<file path="config.mk">
export PLATFORM = sky130hd
export DESIGN_NAME = sse_exec
export DESIGN_NICKNAME = d
export VERILOG_FILES = /design/src/logic/sse_pkg.sv /design/src/logic/sse_exec.sv /design/src/logic/sse_alu.sv
export SDC_FILE = /design/constraint.sdc
export NUM_CORES = 2
export LEC_CHECK = 0
export BUFFER_PORTS_ARGS = -buffer_cell sky130_fd_sc_hd__buf_4
export CORE_UTILIZATION = 30
export CTS_CLUSTER_DIAMETER = 150
export DETAILED_ROUTE_END_ITERATION = 8
export GPL_ROUTABILITY_DRIVEN = 0
export GPL_TIMING_DRIVEN = 1
export PLACE_DENSITY = 0.4
export SYNTH_ARGS = -nofsm -noshare
export SYNTH_HDL_FRONTEND = slang
export SYNTH_HIERARCHICAL = 1
export SYNTH_SLANG_ARGS = --single-unit
</file>
<file path="constraint.sdc">
create_clock -name i_clk -period 6.3 [get_ports i_clk]
set_clock_uncertainty 0.05 [all_clocks]
set_input_delay 0.315 -clock i_clk [delete_from_list [all_inputs] [get_ports i_clk]]
set_output_delay 0.315 -clock i_clk [all_outputs]
set_load 0.01 [all_outputs]
</file>
<file path="src/logic/sse_pkg.sv">
// Shared constants and types for the subtract, swap and sleep execute block.
package sse_pkg;

	// Register byte offsets on the APB.
	localparam logic [11:0] OFS_CMD = 12'h000;
	localparam logic [11:0] OFS_STATUS = 12'h004;
	localparam logic [11:0] OFS_ACC = 12'h008;
	localparam logic [11:0] OFS_WDOG = 12'h00c;
	localparam logic [11:0] OFS_RF_BASE = 12'h100;
	localparam logic [11:0] OFS_RF_LAST = 12'h1fc;

	// Command register fields.
	localparam int CMD_OP_LSB = 0;
	localparam int CMD_DIR_BIT = 4;
	localparam int CMD_ADDR_LSB = 8;
	localparam int CMD_IMM_LSB = 16;

	// Status register fields.
	localparam int ST_CARRY_BIT = 0;
	localparam int ST_HALF_BIT = 1;
	localparam int ST_ZERO_BIT = 2;
	localparam int ST_TIMEOUT_BIT = 3;
	localparam int ST_PWRDOWN_BIT = 4;
	localparam int ST_HALTED_BIT = 5;
	localparam int ST_WAKE_BIT = 8;

	// Values after reset, and the watchdog value loaded by sleep.
	localparam logic [7:0] ACC_RST = 8'h00;
	localparam logic TIMEOUT_RST = 1'h1;
	localparam logic PWRDOWN_RST = 1'h1;
	localparam logic [7:0] WDOG_CLEARED = 8'h00;

	// Watchdog prescaler input tick, in clock cycles.
	localparam int WDOG_TICK_CYCLES = 16;

	typedef enum logic [3:0] {
		OP_NOP,
		OP_SLEEP,
		OP_SUB_BORROW,
		OP_SUB_REG,
		OP_SUB_IMM,
		OP_SWAP
	} sse_op_e;

	typedef struct packed {
		logic psel;
		logic penable;
		logic pwrite;
		logic [11:0] paddr;
		logic [31:0] pwdata;
	} sse_apb_req_s;

	typedef struct packed {
		logic pready;
		logic pslverr;
		logic [31:0] prdata;
	} sse_apb_rsp_s;

	typedef struct packed {
		logic [7:0] result;
		logic carry;
		logic half_carry;
		logic zero;
		logic flags_we;
	} sse_alu_out_s;

endpackage

</file>
<file path="src/logic/sse_exec.sv">
// Execute unit for sleep entry, subtracts and nibble swap, with an APB register port.
// Behaviour
// - Sleep clears the watchdog counter and its prescaler to zero.
// - Sleep sets the time-out flag and clears the power-down flag.
// - Sleep then puts the processor into its halted low-power state.
// - Subtract with borrow: register plus inverted accumulator plus carry; updates C, DC, Z.
// - Register subtract: register minus accumulator; updates C, DC, Z.
// - Immediate subtract: immediate minus accumulator into accumulator; updates C, DC, Z.
// - Nibble swap exchanges register nibbles and leaves all flags unchanged.
// - For the register subtracts and swap, direction bit 0 writes the accumulator, 1 writes back the addressed register.
//
// The placing of the registers and the APB register port were chosen for this implementation.
`timescale 1ns/1ns
`default_nettype none
module sse_exec #(
	parameter int RF_DEPTH = 64,
	parameter int WDOG_TICK = sse_pkg::WDOG_TICK_CYCLES
) (
	// Clock and reset.
	input wire logic i_clk,
	input wire logic i_arst_n,
	// APB slave.
	input wire sse_pkg::sse_apb_req_s i_apb,
	output var sse_pkg::sse_apb_rsp_s o_apb,
	// Core state seen by the rest of the processor.
	output logic o_halted,
	output logic [7:0] o_acc
);
	typedef struct packed {
		logic [RF_DEPTH-1:0][7:0] rf;
		logic [7:0] acc;
		logic carry;
		logic half_carry;
		logic zero;
		logic timeout_n;
		logic powerdown_n;
		logic halted;
		logic [7:0] wdog;
		logic [7:0] presc;
		logic [15:0] tick_cnt;
		logic [31:0] prdata;
	} sse_state_s;

	localparam logic [15:0] TICK_LAST = 16'(WDOG_TICK - 1);

	sse_state_s state_r;
	sse_state_s state_nxt;
	sse_pkg::sse_op_e op;
	sse_pkg::sse_alu_out_s alu;
	logic [5:0] raddr;
	logic [7:0] imm;
	logic dir;
	logic setup;
	logic wr_access;
	logic mapped;
	logic in_rf;
	logic [5:0] rf_idx;

	assign setup = i_apb.psel && !i_apb.penable;
	assign wr_access = i_apb.psel && i_apb.penable && i_apb.pwrite;
	// Only whole aligned words of the register file are mapped; byte addresses in between raise an error.
	assign in_rf = (i_apb.paddr[1:0] == 2'h0) && (i_apb.paddr >= sse_pkg::OFS_RF_BASE)
		&& (i_apb.paddr <= sse_pkg::OFS_RF_LAST);
	assign rf_idx = i_apb.paddr[7:2];
	assign mapped = in_rf || (i_apb.paddr == sse_pkg::OFS_CMD) || (i_apb.paddr == sse_pkg::OFS_STATUS)
		|| (i_apb.paddr == sse_pkg::OFS_ACC) || (i_apb.paddr == sse_pkg::OFS_WDOG);

	assign op = sse_pkg::sse_op_e'(i_apb.pwdata[sse_pkg::CMD_OP_LSB +: 4]);
	assign dir = i_apb.pwdata[sse_pkg::CMD_DIR_BIT];
	assign raddr = i_apb.pwdata[sse_pkg::CMD_ADDR_LSB +: 6];
	assign imm = i_apb.pwdata[sse_pkg::CMD_IMM_LSB +: 8];

	sse_alu u_alu (
		.i_op(op),
		.i_reg_operand(state_r.rf[raddr]),
		.i_imm(imm),
		.i_acc(state_r.acc),
		.i_carry(state_r.carry),
		.o_out(alu)
	);

	always_comb begin
		state_nxt = state_r;

		// Free running watchdog; the prescaler divides a slow tick before the counter.
		if (state_r.tick_cnt == TICK_LAST) begin
			state_nxt.tick_cnt = 16'h0000;
			state_nxt.presc = state_r.presc + 8'h01;
			if (state_r.presc == 8'hff) begin
				state_nxt.wdog = state_r.wdog + 8'h01;
			end
		end else begin
			state_nxt.tick_cnt = state_r.tick_cnt + 16'h0001;
		end

		// Read data is captured in the setup phase so it is stable for the access phase.
		if (setup) begin
			state_nxt.prdata = 32'h00000000;
			if (in_rf) begin
				state_nxt.prdata = {24'h000000, state_r.rf[rf_idx]};
			end else if (i_apb.paddr == sse_pkg::OFS_STATUS) begin
				state_nxt.prdata[sse_pkg::ST_CARRY_BIT] = state_r.carry;
				state_nxt.prdata[sse_pkg::ST_HALF_BIT] = state_r.half_carry;
				state_nxt.prdata[sse_pkg::ST_ZERO_BIT] = state_r.zero;
				state_nxt.prdata[sse_pkg::ST_TIMEOUT_BIT] = state_r.timeout_n;
				state_nxt.prdata[sse_pkg::ST_PWRDOWN_BIT] = state_r.powerdown_n;
				state_nxt.prdata[sse_pkg::ST_HALTED_BIT] = state_r.halted;
			end else if (i_apb.paddr == sse_pkg::OFS_ACC) begin
				state_nxt.prdata = {24'h000000, state_r.acc};
			end else if (i_apb.paddr == sse_pkg::OFS_WDOG) begin
				state_nxt.prdata = {16'h0000, state_r.presc, state_r.wdog};
			end
		end

		if (wr_access) begin
			if (in_rf) begin
				state_nxt.rf[rf_idx] = i_apb.pwdata[7:0];
			end else if (i_apb.paddr == sse_pkg::OFS_ACC) begin
				state_nxt.acc = i_apb.pwdata[7:0];
			end else if (i_apb.paddr == sse_pkg::OFS_STATUS) begin
				// Software may preset the arithmetic flags and wake a halted core.
				state_nxt.carry = i_apb.pwdata[sse_pkg::ST_CARRY_BIT];
				state_nxt.half_carry = i_apb.pwdata[sse_pkg::ST_HALF_BIT];
				state_nxt.zero = i_apb.pwdata[sse_pkg::ST_ZERO_BIT];
				if (i_apb.pwdata[sse_pkg::ST_WAKE_BIT]) begin
					state_nxt.halted = 1'h0;
				end
			end else if (i_apb.paddr == sse_pkg::OFS_CMD && !state_r.halted) begin
				// A halted core executes nothing until it is woken.
				unique case (op)
					sse_pkg::OP_SLEEP: begin
						state_nxt.wdog = sse_pkg::WDOG_CLEARED;
						state_nxt.presc = sse_pkg::WDOG_CLEARED;
						state_nxt.tick_cnt = 16'h0000;
						state_nxt.timeout_n = 1'h1;
						state_nxt.powerdown_n = 1'h0;
						state_nxt.halted = 1'h1;
					end
					sse_pkg::OP_SUB_BORROW, sse_pkg::OP_SUB_REG, sse_pkg::OP_SWAP: begin
						if (dir) begin
							state_nxt.rf[raddr] = alu.result;
						end else begin
							state_nxt.acc = alu.result;
						end
						if (alu.flags_we) begin
							state_nxt.carry = alu.carry;
							state_nxt.half_carry = alu.half_carry;
							state_nxt.zero = alu.zero;
						end
					end
					sse_pkg::OP_SUB_IMM: begin
						state_nxt.acc = alu.result;
						state_nxt.carry = alu.carry;
						state_nxt.half_carry = alu.half_carry;
						state_nxt.zero = alu.zero;
					end
					default: begin
					end
				endcase
			end
		end
	end

	always_ff @(posedge i_clk or negedge i_arst_n) begin
		if (!i_arst_n) begin
			state_r <= '0;
			state_r.acc <= sse_pkg::ACC_RST;
			state_r.timeout_n <= sse_pkg::TIMEOUT_RST;
			state_r.powerdown_n <= sse_pkg::PWRDOWN_RST;
		end else begin
			state_r <= state_nxt;
		end
	end

	// Every access completes in its first access cycle.
	assign o_apb = '{pready: 1'h1, pslverr: i_apb.psel && i_apb.penable && !mapped, prdata: state_r.prdata};
	assign o_halted = state_r.halted;
	assign o_acc = state_r.acc;
endmodule
`default_nettype wire

</file>
<file path="src/logic/sse_alu.sv">
// Arithmetic for the subtract and nibble swap instructions.
`timescale 1ns/1ns
`default_nettype none
module sse_alu (
	// Operation and operands.
	input wire sse_pkg::sse_op_e i_op,
	input wire logic [7:0] i_reg_operand,
	input wire logic [7:0] i_imm,
	input wire logic [7:0] i_acc,
	input wire logic i_carry,
	// Result and flags.
	output var sse_pkg::sse_alu_out_s o_out
);
	logic [7:0] src;
	logic cin;
	logic [8:0] sum;
	logic [4:0] low_sum;

	always_comb begin
		src = (i_op == sse_pkg::OP_SUB_IMM) ? i_imm : i_reg_operand;
		// Subtraction is done as source plus inverted accumulator plus carry in.
		cin = (i_op == sse_pkg::OP_SUB_BORROW) ? i_carry : 1'h1;
		sum = {1'h0, src} + {1'h0, ~i_acc} + {8'h00, cin};
		low_sum = {1'h0, src[3:0]} + {1'h0, ~i_acc[3:0]} + {4'h0, cin};
		o_out.carry = sum[8];
		o_out.half_carry = low_sum[4];
		o_out.result = sum[7:0];
		o_out.zero = (sum[7:0] == 8'h00);
		o_out.flags_we = 1'h1;
		if (i_op == sse_pkg::OP_SWAP) begin
			o_out.result = {i_reg_operand[3:0], i_reg_operand[7:4]};
			o_out.carry = i_carry;
			o_out.half_carry = 1'h0;
			o_out.zero = 1'h0;
			o_out.flags_we = 1'h0;
		end
	end
endmodule
`default_nettype wire

</file>
==> summary.md <==
| Metric | Value |
|---|---|
| Outcome | completed |
| Global route overflow | 0 |
| Register area share after synthesis | 0.371 |
| RSZ-0062 raised after global routing | no |
| Global-route wire length before repair | 270000 um |
| Starting DRT DRC Count | 3993 |
| Avg Inst Size Synth | 11.3 um^2 |
| WHS Path Cells | 3 |
| # DRC | 0 |
| Vias post-DR | 33700 |
| Placement Rows | 131 |
| Post-Synthesis Cells | 3427 |
| Peak supply drop | 176 uV |
| Pin count of the biggest net entering global routing | 158 |
| Crit path DAT | 6.12 ns |
| Share of post-route cells with drive strength above 1 | 0.369 |
| Worst reg2reg path endpoint | state_r[300] |
| Cell depth of the worst flop-to-flop path | 15 |
| 1st-pass router iterations | 6 |
| Via/cell ratio | 6.48 |
| Placeable Area | 128000 um^2 |
| Psw | 0.00248 W |
| Post-synth top area share | 0.371 |
| Comb pwr share | 0.094 |
| Minimum clock period | 5.57 ns |
| Chip Height | 361 um |
| Fmax | 180 MHz |
| Switching share of total power | 0.274 |
| Total Nets Final | 3550 |
| Synth top area cells | dfrtp_1 37%, mux2_2 16%, a22o_1 11%, mux4_2 8.9%, mux2i_1 2.5% |
| Power Dens Cells | 203 nW/um^2 |
| Final wirelength | 193000 um |
| Die area | 130000 um^2 |
| Post-Layout Cell Count | 5209 |
| Buffer and inverter count on the worst path | 4 |
| Synth area leader | dfrtp_1 |
| Die width | 361 um |
| Critical Path Sink Type | flip-flop |
| Core Util, Final | 0.350 |
| Synthesized area | 38600 um^2 |
| Crit start category | input port |
| Share of total power in the clock network | 0.498 |
| Max-cap violations | 0 |
| Max Slew Vio Count | 0 |
| H-tree levels | 3 |
| WL/cell | 37.1 um |
| Clk Tree Root Cell | clkbuf_16 |
| Initial Util | 0.303 |
| Clock transition at the registers of the reported paths | 0.06 ns |
| CP dominant cell by count | buf_4 |
| IO Port Bufs | 64 |
| Worst min-delay path category | input port to flip-flop |
| Top-level port count | 92 |
| Sequential power share | 0.408 |
| Most used DFF post-synth | dfrtp_1 |
| DPL Wire Length | 134000 um |
| Final hold vios | 0 |
| Total global routing track utilization | 0.292 |
| CTS tree | built |
| ANT nets after route | 0 |
| CTS sink count | 573 |
| Post-synth EDFFs | 0 |
| Worst r2r src | state_r[318] |
| Initial antenna violation count | 8 |
| P_int | 0.00658 W |
| Vias in the first global route | 32700 |
| Worst slew pin tran | 1.31 ns |
| Leak | 19.0 nW |
| Max-slew headroom | 0.122 |
| Placed Cells | 5071 |
| # setup viols final | 0 |
| Hold endpoint | state_r[188] |
| CP peak stage delay | 0.58 ns |
| CTS max path bufs | 3 |
| CTS buffer count | 76 |
| CP Data Required Time | 6.85 ns |
| Synth Warn # | 6 |
| Kind of critical path | input port to flip-flop |
| Tcrit/Tclk final | 0.884 |
| CP Cell Sequence | buf_4 -> nor2_1 -> buf_4 -> a22oi_1 -> a21oi_1 -> o21ai_0 -> buf_4 -> o21ai_0 -> or4_1 -> mux2i_1 -> fa_1 -> fa_1 -> nor2b_4 -> o31a_1 -> o31a_1 -> o31ai_1 -> and3_2 -> buf_12 -> a22o_1 -> mux2_2 |
| Top cell family by delay on the critical path | compound AO/OA/AOI/OAI gates |
| Async SR Flop Fraction | 1.00 |
| Crit-path max FO | 24 |
| Final TNS setup | 0 ns |
| Slowest CP cell | or4_1 |
| Cell variety after synth | 96 |
| Hold Crit Start | i_apb[6] |
| Post-synthesis register bit count | 573 |
| Flop2flop setup slack | 0.85 ns |
| Worst-Skew Late Latency | 0.70 ns |
| Area grow syn2layout | 15.6% |
==> cell families (layout without fill, tap and decap cells) <==
family	Yosys count	count (layout)	share of synthesized area
compound gates	933	933	0.193
mux	805	805	0.276
simple gates	676	676	0.101
flops	573	573	0.371
buf+inv	398	500	0.0477
xor+xnor	28	28	0.00635
fa+ha+maj	12	12	0.00428
other cells	2	20	0.000195
==> final cells by class <==
class,instances,area [um^2]
fillers,12700,82900
multi-input cells,2471,22600
flip-flops and latches,573,14300
repair buffers,333,2980
clock buffers,118,2280
well taps,1662,2080
clock inverters,15,238
inverters,34,128
diodes,3,7.51
==> power by group through the flow <==
stage                     Sequential [W]  Combinational, W  Clock, W
final                            0.00370          0.000849   0.00452
after global routing             0.00369          0.000868   0.00473
after CTS                        0.00370          0.000834   0.00460
after detailed placement         0.00376          0.000833         0
after global placement           0.00376          0.000828         0
after floorplan                  0.00376          0.000373         0
==> placed cells by master, fill, tap and decap left out, types with 47 or more instances in the layout <==
master	count
a21oi_1	53
buf_4	290
a22o_1	463
a22oi_1	85
nor3_1	97
mux2i_1	98
dfrtp_1	572
mux4_2	152
nor2_1	116
mux2_2	555
clkbuf_16	77
nand2_1	151
o21ai_0	85
a221oi_1	47
==> sequential cells by signal (all words and copies together) (netlist names) <==
register	flops
o_acc	8
o_apb	16
o_halted	1
state_r	548
==> cells in the mapped netlist (29+ instances only) <==
library cell  instances
nor2_4               37
nand2_1             151
nor2_1              122
mux4_2              152
mux2_2              555
inv_1                29
nand3_1              46
dfrtp_1             572
buf_2                99
nor3_1               97
nor3_2               46
o21ai_0              85
a22o_1              463
a22oi_1              85
and3_1               42
mux2i_1              98
o22ai_1              41
a21oi_1              53
buf_4                53
clkbuf_1            183
a221oi_1             47
==> metal layers <==
metal  up-vias  track usage  part of all wire
li1      13500            -                 -
met5         -            0           0.00014
met2      1924        0.441              0.44
met3       392       0.0626             0.089
met1     17900        0.396              0.42
met4         4        0.138             0.050
==> tightest hold or removal path, cell delays in order <==
cell	delay (ns)
buf_4	0.19
a22oi_1	0.17
o21ai_0	0.10
==> through the flow <==
| step | total power (W) | hold slack, ns | worst slack, ns | instance area (um^2) |
|---|---|---|---|---|
| after floorplan | 0.00413 | -0.0306 | 1.26 | 38700 |
| after global placement | 0.00459 | 0.319 | 0.218 | 42100 |
| after detailed placement | 0.00459 | 0.343 | 0.175 | 42100 |
| after CTS | 0.00913 | 0.0518 | 0.871 | 44600 |
| after global routing | 0.00929 | 0.116 | 0.534 | 44600 |
| final | 0.00906 | 0.0966 | 0.729 | 44600 |
==> repair_timing <==
item                                    in CTS  in global routing
hold endpoints to repair                    76                  0
hold buffers                                 2                  0
gates resized for setup                      0                  0
buffers inserted                             0                  0
endpoints found under the setup margin       0                  0
==> worst max path at each step <==
stage,from,cells after the start,slack [ns],end
6_report,i_apb[8],20,0.73,state_r[300]
5_1_grt,i_apb[8],21,0.53,state_r[323]
4_1_cts,i_apb[8],21,0.87,state_r[283]
3_5_place_dp,i_apb[8],21,0.18,state_r[323]
3_3_place_gp,i_apb[8],21,0.22,state_r[323]
2_1_floorplan,i_apb[9],20,1.26,state_r[221]
No activity file was read; power rests on OpenSTA's default activity.
